--- src/logic/rth_regs_map.vh ---
`ifndef RTH_REGS_MAP_VH
`define RTH_REGS_MAP_VH
// What this block does and what it expects of the host
// Control write when chip select, register select, strobe and address 0 all low.
// A register write with address bit 0 high issues a master reset.
// Host finishes control writes 50 ns before command strobe rises.
// Control bits 0 and 1 enable channel A and channel B receiver inputs.
// Control bit 2 sets the terminal flag of the status word.
// Control bit 3 sets busy, stops data word memory access, commands still stored.
// Control bit 4 sets the subsystem flag of the status word.
// Control bit 5 picks the self-test channel: one is A, zero is B.
// Control bit 6 enters self-test, inhibits normal work, hides it from outputs.
// Control bit 7 sets service request; data bits above 7 are ignored.
// Status read when selects and address 0 low, strobe high; all 16 bits driven.
// Status bits 4..0 hold the last command field; bit 5 one means subaddress.
// Status bit 6 gives the channel of the last command; resets to one.
// Status bit 7 shows channel B available, bit 8 channel A available.
// Status bit 9 resets to one, cleared by inhibit flag code; gates terminal flag.
// Status bit 10 shows busy and clears only when the busy control bit clears.
// Status bit 11 is one during self-test and clears when it ends.
// Status bit 12 flags bad address parity; disables inputs, raises message error.
// Status bit 13 latches message errors until read and error gone.
// Status bit 14 latches valid messages until the status is read.
// Status bit 15 is the NAND of transmit and receive active pins.
// A last-command register captures the command word and status for replay.
// Host keeps register accesses few while a bus message is processed.
`define RTH_CTL_RESET 8'h00
`define RTH_CTL_CHA_BIT 0
`define RTH_CTL_CHB_BIT 1
`define RTH_CTL_TF_BIT 2
`define RTH_CTL_BUSY_BIT 3
`define RTH_CTL_SUBSYSTEM_BUSY_CTL_BIT 4
`define RTH_CTL_STCH_BIT 5
`define RTH_CTL_ST_BIT 6
`define RTH_CTL_SRQ_BIT 7
`define RTH_LAST_CMD_RESET 16'hFFFF
`define RTH_CMD_SETUP_NS 50
`define RTH_CLK_PERIOD_NS 25
`define RTH_CMD_SETUP_CYC ((`RTH_CMD_SETUP_NS + `RTH_CLK_PERIOD_NS - 1) / `RTH_CLK_PERIOD_NS)
`endif

--- src/logic/rth_host_regs.v ---
`include "rth_regs_map.vh"
module rth_host_regs
(
  // Clock and reset
  input wire SYS_CLK_I,
  input wire RESET_N_I,
  // Host register port
  input wire CHIP_SEL_N_I,
  input wire REG_SEL_N_I,
  input wire RD_WR_I,
  input wire ADDR0_I,
  input wire [15:0] DATA_I,
  output reg [15:0] DATA_O,
  output wire DATA_OE_O,
  // Core status inputs
  input wire CMD_VALID_I,
  input wire [15:0] CMD_WORD_I,
  input wire CMD_ON_A_I,
  input wire MODE_INHIBIT_FLAG_I,
  input wire MODE_OVERRIDE_FLAG_I,
  input wire MODE_LAST_CMD_I,
  input wire ILLEGAL_CMD_I,
  input wire ADDR_LATCH_LOAD_I,
  input wire ADDR_PARITY_OK_I,
  input wire MSG_ERROR_I,
  input wire VALID_MSG_I,
  input wire TRANSMIT_ACTIVE_N_I,
  input wire RECEIVE_ACTIVE_N_I,
  input wire SELFTEST_DONE_I,
  // Core control outputs
  output wire MASTER_RESET_O,
  output wire CHANNEL_A_ENABLE_O,
  output wire CHANNEL_B_ENABLE_O,
  output wire TERMINAL_FLAG_CTL_O,
  output wire SUBSYSTEM_BUSY_CTL_O,
  output wire SERVICE_REQUEST_CTL_O,
  output wire DATA_MEM_INHIBIT_O,
  output wire SELFTEST_ACTIVE_O,
  output wire SELFTEST_CHANNEL_CTL_O,
  output wire BIPHASE_OUT_ENABLE_O,
  output wire MSG_ERROR_FLAG_O,
  output reg [15:0] LAST_CMD_O
);
  reg [7:0] ctl_q;
  reg [4:0] code_or_subaddress_field_q;
  reg mode_code_not_subaddress_q;
  reg chan_a_q;
  reg flag_enable_status_q;
  reg address_parity_error_q;
  reg selftest_q;
  reg wr_q;
  reg rd_q;
  wire access;
  wire wr_now;
  wire ctl_write;
  wire status_read;
  wire message_error_flag;
  wire valid_message_flag;
  wire terminal_active_flag;
  wire [15:0] status;

  // Subaddress 0 and 31 mark a mode code.
  function is_mode_code;
    input [4:0] sub;
    begin
      is_mode_code = (sub == 5'h00) || (sub == 5'h1F);
    end
  endfunction

  // ----------------------------------------
  // Host access decode
  // ----------------------------------------
  assign access = !CHIP_SEL_N_I && !REG_SEL_N_I;
  assign wr_now = access && !RD_WR_I;
  // Acting once per strobe keeps a long host cycle from repeating the effect.
  assign ctl_write = wr_now && !ADDR0_I && !wr_q;
  assign MASTER_RESET_O = wr_now && ADDR0_I && !wr_q;
  assign status_read = access && RD_WR_I && !ADDR0_I;
  assign DATA_OE_O = status_read;

  always @(posedge SYS_CLK_I or negedge RESET_N_I)
  begin
    if (!RESET_N_I)
    begin
      wr_q <= 1'b0;
      rd_q <= 1'b0;
    end
    else
    begin
      wr_q <= wr_now;
      rd_q <= status_read;
    end
  end

  // ----------------------------------------
  // Control register
  // ----------------------------------------
  // Master reset returns every control bit to zero.
  always @(posedge SYS_CLK_I or negedge RESET_N_I)
  begin
    if (!RESET_N_I)
      ctl_q <= `RTH_CTL_RESET;
    else if (MASTER_RESET_O)
      ctl_q <= `RTH_CTL_RESET;
    else if (ctl_write)
      ctl_q <= DATA_I[7:0];
  end

  assign CHANNEL_A_ENABLE_O = ctl_q[`RTH_CTL_CHA_BIT] && !address_parity_error_q;
  assign CHANNEL_B_ENABLE_O = ctl_q[`RTH_CTL_CHB_BIT] && !address_parity_error_q;
  assign TERMINAL_FLAG_CTL_O = ctl_q[`RTH_CTL_TF_BIT] && flag_enable_status_q;
  assign DATA_MEM_INHIBIT_O = ctl_q[`RTH_CTL_BUSY_BIT];
  assign SUBSYSTEM_BUSY_CTL_O = ctl_q[`RTH_CTL_SUBSYSTEM_BUSY_CTL_BIT];
  assign SELFTEST_CHANNEL_CTL_O = ctl_q[`RTH_CTL_STCH_BIT];
  assign SELFTEST_ACTIVE_O = selftest_q;
  assign BIPHASE_OUT_ENABLE_O = !selftest_q;
  assign SERVICE_REQUEST_CTL_O = ctl_q[`RTH_CTL_SRQ_BIT];

  // ----------------------------------------
  // Status state
  // ----------------------------------------
  always @(posedge SYS_CLK_I or negedge RESET_N_I)
  begin
    if (!RESET_N_I)
    begin
      code_or_subaddress_field_q <= 5'h00;
      mode_code_not_subaddress_q <= 1'b0;
      chan_a_q <= 1'b1;
      flag_enable_status_q <= 1'b1;
      address_parity_error_q <= 1'b0;
      selftest_q <= 1'b0;
      LAST_CMD_O <= `RTH_LAST_CMD_RESET;
    end
    else
    begin
      if (CMD_VALID_I)
      begin
        // A mode code sits in the low five bits, so showing the subaddress field would hide it.
        code_or_subaddress_field_q <= is_mode_code(CMD_WORD_I[9:5]) ? CMD_WORD_I[4:0] : CMD_WORD_I[9:5];
        mode_code_not_subaddress_q <= !is_mode_code(CMD_WORD_I[9:5]);
        chan_a_q <= CMD_ON_A_I;
      end
      if (MODE_INHIBIT_FLAG_I)
        flag_enable_status_q <= 1'b0;
      else if (MODE_OVERRIDE_FLAG_I)
        flag_enable_status_q <= 1'b1;
      if (ADDR_LATCH_LOAD_I)
        address_parity_error_q <= !ADDR_PARITY_OK_I;
      if (ctl_write && DATA_I[`RTH_CTL_ST_BIT])
        selftest_q <= 1'b1;
      else if (SELFTEST_DONE_I || !ctl_q[`RTH_CTL_ST_BIT] || MASTER_RESET_O)
        selftest_q <= 1'b0;
      // Transmit-last-command replays the previous word, so it is not stored.
      if (CMD_VALID_I && !MODE_LAST_CMD_I)
        LAST_CMD_O <= {ILLEGAL_CMD_I, CMD_ON_A_I, flag_enable_status_q, selftest_q,
                       ctl_q[`RTH_CTL_BUSY_BIT], CMD_WORD_I[10:0]};
    end
  end

  rth_flag_latch u_msg_err
  (
    .clk_i(SYS_CLK_I),
    .reset_n_i(RESET_N_I),
    .set_i(MSG_ERROR_I || address_parity_error_q),
    .hold_i(MSG_ERROR_I || address_parity_error_q),
    .read_i(rd_q && !status_read),
    .flag_o(message_error_flag)
  );

  rth_flag_latch u_val_msg
  (
    .clk_i(SYS_CLK_I),
    .reset_n_i(RESET_N_I),
    .set_i(VALID_MSG_I),
    .hold_i(1'b0),
    .read_i(rd_q && !status_read),
    .flag_o(valid_message_flag)
  );

  assign MSG_ERROR_FLAG_O = message_error_flag;
  assign terminal_active_flag = !(TRANSMIT_ACTIVE_N_I && RECEIVE_ACTIVE_N_I);

  // ----------------------------------------
  // Status word and read data
  // ----------------------------------------
  assign status = {terminal_active_flag, valid_message_flag, message_error_flag, address_parity_error_q,
                   selftest_q, ctl_q[`RTH_CTL_BUSY_BIT], flag_enable_status_q, CHANNEL_A_ENABLE_O,
                   CHANNEL_B_ENABLE_O, chan_a_q, mode_code_not_subaddress_q,
                   code_or_subaddress_field_q};

  always @(posedge SYS_CLK_I or negedge RESET_N_I)
  begin
    if (!RESET_N_I)
      DATA_O <= 16'h0000;
    else if (status_read)
      DATA_O <= status;
    else
      DATA_O <= 16'h0000;
  end
endmodule // rth_host_regs

--- src/logic/rth_flag_latch.v ---
`include "rth_regs_map.vh"
module rth_flag_latch
(
  input wire clk_i,
  input wire reset_n_i,
  input wire set_i,
  input wire hold_i,
  input wire read_i,
  output reg flag_o
);
  reg read_seen_q;

  // ----------------------------------------
  // Sticky flag cleared after a read
  // ----------------------------------------
  // Setting wins over clearing, so an event in the read cycle is kept.
  always @(posedge clk_i or negedge reset_n_i)
  begin
    if (!reset_n_i)
    begin
      flag_o <= 1'b0;
      read_seen_q <= 1'b0;
    end
    else if (set_i)
    begin
      flag_o <= 1'b1;
      read_seen_q <= 1'b0;
    end
    else if (flag_o && (read_i || read_seen_q))
    begin
      if (!hold_i)
      begin
        flag_o <= 1'b0;
        read_seen_q <= 1'b0;
      end
      else
      begin
        read_seen_q <= 1'b1;
      end
    end
  end
endmodule // rth_flag_latch

--- config.mk ---
export PLATFORM = sky130hd
export DESIGN_NAME = rth_host_regs
export DESIGN_NICKNAME = d
export VERILOG_FILES = /design/src/logic/rth_host_regs.v /design/src/logic/rth_flag_latch.v
export VERILOG_INCLUDE_DIRS = /design/src /design/src/logic
export SDC_FILE = /design/constraint.sdc
export NUM_CORES = 1
export LEC_CHECK = 0
export BUFFER_PORTS_ARGS = -buffer_cell sky130_fd_sc_hd__buf_2
export CORE_MARGIN = 5
export CORE_UTILIZATION = 46
export CTS_CLUSTER_SIZE = 20
export DETAILED_ROUTE_END_ITERATION = 12
export GPL_TIMING_DRIVEN = 1
export PLACE_DENSITY = 0.78
export SLEW_MARGIN = 20
export SYNTH_ARGS = -nofsm -noshare
export SYNTH_HDL_FRONTEND = slang
export SYNTH_SLANG_ARGS = --single-unit
export TNS_END_PERCENT = 1
--- constraint.sdc ---
create_clock -name SYS_CLK_I -period 1.65 [get_ports SYS_CLK_I]
set_clock_uncertainty 0.1 [all_clocks]
set_input_delay 0.0825 -clock SYS_CLK_I [delete_from_list [all_inputs] [get_ports SYS_CLK_I]]
set_output_delay 0.0825 -clock SYS_CLK_I [all_outputs]
set_load 0.01 [all_outputs]
==> results.sh, run 1 <==
export IMPL_outcome="completed"
export IMPL_place_congestion=0.733
export IMPL_fin_area_mm2=0.00299
export IMPL_period_share_pct=94.7
export IMPL_routed_via_density=4.94
export IMPL_worst_slew_pin_slew_ps=513
export IMPL_seqPwrFrac_pct=57.0
export IMPL_synth_distinct_cells=31
export IMPL_final_cell_count_no_fill=343
export IMPL_whs_ps=24.5
export IMPL_die_y_um=78.5
export IMPL_r2r_cells=3
export IMPL_dr_pass1_iters=4
export IMPL_wire_per_inst_um=14.2
export IMPL_die_area_mm2=0.00616
export IMPL_num_io_pins=95
export IMPL_cp_top_family="simple AND/OR/NAND/NOR gates"
export IMPL_fin_nets=339
export IMPL_grt_pass1_vias=1712
export IMPL_dpl_hpwl_um=3480
export IMPL_rows=25
export IMPL_hold_viol_final=0
export IMPL_drive_gt1_share_pct=43.9
export IMPL_p_int_mw=2.01
export IMPL_cts_tree="done"
export IMPL_syn2layout_area_growth_pct=38.6
export IMPL_overflow=0
export IMPL_setup_tns_ps=0
export IMPL_synthTopCellsByCount="dfrtp_1, nand2_1, dfstp_2"
export IMPL_wl_um=4870
export IMPL_synth_most_common_cell="dfrtp_1"
export IMPL_power_share_clock_pct=26.0
export IMPL_root_buffer="clkbuf_8"
export IMPL_combPwrFrac_pct=17.0
export IMPL_diodes=0
export IMPL_crit_end="DATA_O[15]$_DFF_PN0_"
export IMPL_insertion_delay_ps=300
export IMPL_max_stage_delay_ps=720
export IMPL_peakVddDrop_v=0.000514
export IMPL_grt_pass1_wl_um=8090
export IMPL_p_switching_mw=0.684
export IMPL_synth_nets=229
export IMPL_htree_levels=2
export IMPL_async_flop_share_pct=100
export IMPL_worstPathBufferInverterCount=2
export IMPL_synth_top_area_cell="dfrtp_1"
export IMPL_vias=1694
export IMPL_layout_setup_ws_ps=88.0
export IMPL_final_util_pct=64.6
export IMPL_cts_buffers_inserted=5
export IMPL_r2r_slack_ps=140
export IMPL_drt_initial_drc_count=67
export IMPL_synthTopCellsByArea="dfrtp_1, dfstp_2, mux2_2, and2_1, nand2_1"
export IMPL_port_buffers=81
export IMPL_power_mw=2.69
export IMPL_netlist_area_leader_share_pct=41.7
export IMPL_clkTransAtPathRegs_ps=90
export IMPL_syn_area_mm2=0.00216
export IMPL_cts_resized=0
export IMPL_slew_headroom_pct=65.8
export IMPL_ant_nets=0
export IMPL_crit_path_end_kind="register"
export IMPL_startpoint="ADDR0_I"
export IMPL_rsz0062_at_grt="false"
export IMPL_ctsHoldBuffers=28
export IMPL_crit_path_max_fanout=10
export IMPL_yosys_warnings=0
export IMPL_crit_type="in -> reg"
export IMPL_synth_area_per_cell_um2=12.1
export IMPL_post_place_ws_ps=149
export IMPL_regToRegStartpoint="wr_q$_DFF_PN0_"
export IMPL_finalSetupViolCount=0
export IMPL_ys_ff_latch=54
export IMPL_max_freq_ghz=0.640
export IMPL_cp_required_ps=1790
export IMPL_cts_sinks=54
export IMPL_die_x_um=78.5
export IMPL_remaining_drc_errors=0
export IMPL_min_path_type="in -> reg"
export IMPL_cpMaxStageDelayCell="or4b_1"
export IMPL_grt_max_degree=34
export IMPL_cp_start_kind="primary input"
export IMPL_placed_area_mm2=0.00263
export IMPL_coreArea_mm2=0.00463
export IMPL_leakagePower_nw=1.49
export IMPL_cp_num_cells=4
export IMPL_p_per_area_mw_per_mm2=900
export IMPL_synth_edf_count=0
export IMPL_synth_cells=178
export IMPL_worstPathCellList="buf_2 > or4b_1 > a21oi_1 > dlygate4sd3_1"
export IMPL_r2r_end="ctl_q[6]$_DFFE_PN0P_"
export IMPL_sw_frac_of_total_pct=25.4
export IMPL_antenna_found_initial=0
export IMPL_period_minus_slack_ps=1560
export IMPL_maxCapViolCount=0
export IMPL_slew_violations=0
export IMPL_cp_arrival_ps=1700
export IMPL_ys_flop_type="dfrtp_1"
export IMPL_dp_cells=307
export IMPL_cts_buffer_depth=2
export IMPL_cts_setup_buffers=0
export IMPL_synth_seq_area_share_pct=63.7
export IMPL_track_usage_pct=16.6
export IMPL_start_util_pct=46.6
-- final cells by class --
class / instances / area [um^2]
Clock buffer: 6 / 72.6
Clock inverter: 2 / 13.8
Fill cell: 383 / 1640
Inverter: 8 / 31.3
Multi-Input combinational cell: 106 / 704
Sequential cell: 54 / 1370
Tap cell: 54 / 67.6
Timing Repair Buffer: 113 / 728
-- layer usage --
metal,part of all wire [%],GRT usage [%]
met5,0,0
met4,1.4,5.94
met3,4.6,3.56
met2,52,27.9
met1,42,21.0
-- power by group through the flow --
stage / combinational, mW / clock [mW] / sequential, mW
after floorplan: 0.162 / 0 / 1.59
after global placement: 0.401 / 0 / 1.55
after detailed placement: 0.410 / 0 / 1.56
after CTS: 0.462 / 0.727 / 1.53
after global routing: 0.505 / 0.780 / 1.55
final: 0.459 / 0.700 / 1.53
-- cell families (layout without fill, tap and decap cells) --
kind of cell / Yosys count / in the layout / share of synthesized area (%)
buffers and inverters: 18 / 129 / 3.71
AOI/OAI and AO/OA: 24 / 24 / 6.67
muxes: 15 / 15 / 7.83
and+or+nand+nor: 67 / 67 / 18.1
DFF: 54 / 54 / 63.7
-- layout by cell type (no fill, tap or decap), types with 3 or more instances in the layout --
cell / instances
a21oi_1: 8
and2_1: 12
buf_2: 81
buf_4: 3
clkbuf_8: 5
dfrtp_1: 36
dfstp_2: 18
dlygate4sd3_1: 28
inv_1: 7
mux2_2: 15
nand2_1: 20
nand3b_1: 8
nand4b_1: 4
nor2_1: 10
nor4b_1: 4
o21ai_0: 6
o22ai_1: 4
-- worst register-to-register path, cell delays in order (launching register included) --
cell and delay, ps:
dfrtp_1 410, or4_1 700, nand2_1 140, nand2_1 60
-- sequential cells by signal, summed over array words and instances, names as in the netlist --
register	flops
mode_code_not_subaddress_q	1
rd_q	1
LAST_CMD_O	16
code_or_subaddress_field_q	5
u_msg_err.flag_o	1
chan_a_q	1
address_parity_error_q	1
flag_enable_status_q	1
u_val_msg.flag_o	1
wr_q	1
ctl_q	8
SELFTEST_ACTIVE_O	1
DATA_O	16
-- how the worst min path moves through the flow --
| stage | startpoint | end | cells past startpoint |
|---|---|---|---|
| after floorplan | RESET_N_I | DATA_O[0]$_DFF_PN0_ | 0 |
| after global routing | ADDR0_I | ctl_q[4]$_DFFE_PN0P_ | 3 |
| final | RD_WR_I | ctl_q[7]$_DFFE_PN0P_ | 4 |
| after CTS | RD_WR_I | ctl_q[7]$_DFFE_PN0P_ | 4 |
| after detailed placement | RESET_N_I | DATA_O[1]$_DFF_PN0_ | 1 |
| after global placement | RESET_N_I | DATA_O[4]$_DFF_PN0_ | 1 |
Note: power is estimated with default switching activity, not from simulation.
==> inputs of run 2 (changes only) <==
==> constraint.sdc (replaced) <==
create_clock -name SYS_CLK_I -period 1.65 [get_ports SYS_CLK_I]
set_clock_uncertainty 0.1 [all_clocks]
set_input_delay 0 -clock SYS_CLK_I [delete_from_list [all_inputs] [get_ports SYS_CLK_I]]
set_output_delay 0 -clock SYS_CLK_I [all_outputs]
set_load 0.01 [all_outputs]
==> run 2 against run 1 <==
Net effect: via count increased by 4.4%; count of clock-buffer cells in the layout unchanged; final cell count increased by 3.2%; clock power increased by 3.1%; sequential cell count unchanged; sequential share of layout area decreased by 1.6 points; routed wire length increased by 9.5%; sequential power about the same; global-route usage increased by 1.4 points; combinational power increased by 5.2%; register-to-register slack improved by 20 ps; highest routed layer unchanged.
==> results.sh, run 2 (synthesis results as in run 1) <==
export IMPL_worstPathBufferInverterCount=3
export IMPL_hold_viol_final=0
export IMPL_grt_pass1_vias=1791
export IMPL_wire_per_inst_um=15.1
export IMPL_hold_depth=3
export IMPL_period_minus_slack_ps=1530
export IMPL_syn2layout_area_growth_pct=43.5
export IMPL_min_path_type="in -> reg"
export IMPL_rows=25
export IMPL_diodes=0
export IMPL_die_area_mm2=0.00616
export IMPL_coreArea_mm2=0.00463
export IMPL_period_share_pct=92.4
export IMPL_wl_um=5330
export IMPL_p_switching_mw=0.712
export IMPL_critPathMostFrequentCell="buf_2"
export IMPL_final_cell_count_no_fill=354
export IMPL_p_int_mw=2.03
export IMPL_cts_tree="done"
export IMPL_ant_nets=0
export IMPL_cp_start_kind="primary input"
export IMPL_clkTransAtPathRegs_ps=100
export IMPL_fin_area_mm2=0.00310
export IMPL_track_usage_pct=18.0
export IMPL_final_common_cell="buf_2"
export IMPL_cp_top_family="buffers and inverters"
export IMPL_peakVddDrop_v=0.000511
export IMPL_seqPwrFrac_pct=56.0
export IMPL_power_mw=2.74
export IMPL_dr_pass1_iters=4
export IMPL_vias=1768
export IMPL_cts_buffers_inserted=5
export IMPL_combPwrFrac_pct=17.6
export IMPL_start_util_pct=46.6
export IMPL_max_freq_ghz=0.656
export IMPL_slew_violations=0
export IMPL_r2r_cells=3
export IMPL_cp_arrival_ps=1430
export IMPL_cts_buffer_depth=2
export IMPL_root_buffer="clkbuf_8"
export IMPL_finalSetupViolCount=0
export IMPL_cp_required_ps=1550
export IMPL_crit_type="in -> out"
export IMPL_worst_slew_pin_slew_ps=533
export IMPL_die_x_um=78.5
export IMPL_p_per_area_mw_per_mm2=884
export IMPL_crit_path_end_kind="output pin"
export IMPL_cpMaxStageDelayCell="dlygate4sd3_1"
export IMPL_drt_initial_drc_count=143
export IMPL_worstPathCellList="buf_2 > dlygate4sd3_1 > nor4_4 > and2_1 > buf_2"
export IMPL_rsz0062_at_grt="false"
export IMPL_crit_path_max_fanout=5
export IMPL_setup_tns_ps=0
export IMPL_outcome="completed"
export IMPL_cts_sinks=54
export IMPL_remaining_drc_errors=0
export IMPL_insertion_delay_ps=310
export IMPL_grt_pass1_wl_um=8460
export IMPL_num_io_pins=95
export IMPL_max_stage_delay_ps=600
export IMPL_slew_headroom_pct=64.4
export IMPL_fin_nets=350
export IMPL_maxCapViolCount=0
export IMPL_place_congestion=0.773
export IMPL_overflow=0
export IMPL_placed_area_mm2=0.00263
export IMPL_dpl_hpwl_um=3410
export IMPL_drive_gt1_share_pct=43.0
export IMPL_antenna_found_initial=0
export IMPL_final_util_pct=66.9
export IMPL_power_share_clock_pct=26.4
export IMPL_cts_resized=0
export IMPL_grt_max_degree=33
export IMPL_routed_via_density=4.99
export IMPL_die_y_um=78.5
export IMPL_final_cell_mix="buf_2, dlygate4sd3_1, dfrtp_1, nand2_1, dfstp_2"
export IMPL_htree_levels=2
export IMPL_port_buffers=81
export IMPL_cp_num_cells=5
export IMPL_sw_frac_of_total_pct=26.0
export IMPL_leakagePower_nw=1.53
export IMPL_top_regs="DATA_O: 16 flops, LAST_CMD_O: 16 flops, ctl_q: 8 flops"
export IMPL_dp_cells=307
[run 2: cell count changes in the layout (fill, tap and decap cells not counted)]
cell,previous run,this run
buf_4,3,5
clkinvlp_4,0,2
dlygate4sd3_1,28,37
clkinv_4,1,0
clkinv_2,2,1
[run 2: repair_timing]
action,CTS,global route
hold buffers,37,0
setup buffers,0,2
endpoints found under the setup margin,0,1
hold endpoints to repair,76,0
[run 2: path summary, 6_finish.rpt]
check | startpoint | endpoint | slack [ps]
min | MODE_LAST_CMD_I | LAST_CMD_O[13]$_DFFE_PN1P_ | 20
max | RD_WR_I | MASTER_RESET_O | 120
min reg2reg | ctl_q[2]$_DFFE_PN0P_ | ctl_q[2]$_DFFE_PN0P_ | 370
max in group asynchronous | RESET_N_I | LAST_CMD_O[11]$_DFFE_PN1P_ | 720
max reg2reg | wr_q$_DFF_PN0_ | ctl_q[7]$_DFFE_PN0P_ | 160
min in group asynchronous | RESET_N_I | DATA_O[0]$_DFF_PN0_ | 110
[run 2: worst reg2reg max path: stages, from the launching register on]
cell and delay [ps]:
dfrtp_1 410, or4_1 690, nand2_1 130, nand2_1 50
[run 2: final cells by class]
type                            count  area (um^2)
Clock inverter                      2         15.0
Tap cell                           54         67.6
Sequential cell                    54         1370
Fill cell                         361         1530
Multi-Input combinational cell    106          704
Clock buffer                        6         72.6
Inverter                            8         31.3
Timing Repair Buffer              124          833
[run 2: power by group through the flow]
stage               Clock [mW]  Sequential (mW)  Combinational, mW
finish                   0.722             1.53              0.483
global route             0.790             1.55              0.527
CTS                      0.750             1.53              0.479
detailed placement           0             1.56              0.409
global placement             0             1.55              0.402
floorplan                    0             1.59              0.162
[run 2: layer usage]
| layer | GRT usage (%) | share of wire (%) | vias up |
|---|---|---|---|
| met1 | 20.0 | 37 | 824 |
| met3 | 3.90 | 6.2 | 15 |
| li1 | - | - | 856 |
| met5 | 0 | 0 | - |
| met2 | 31.2 | 53 | 73 |
| met4 | 11.2 | 3.4 | 0 |
[run 2: metrics by stage]
| stage | worst slack (ps) | hold slack [ps] |
|---|---|---|
| after floorplan | 257 | -396 |
| after global placement | 191 | -93.8 |
| after detailed placement | 164 | -86.3 |
| after CTS | 57.0 | 24.6 |
| after global routing | 16.0 | 34.0 |
| final | 125 | 18.9 |
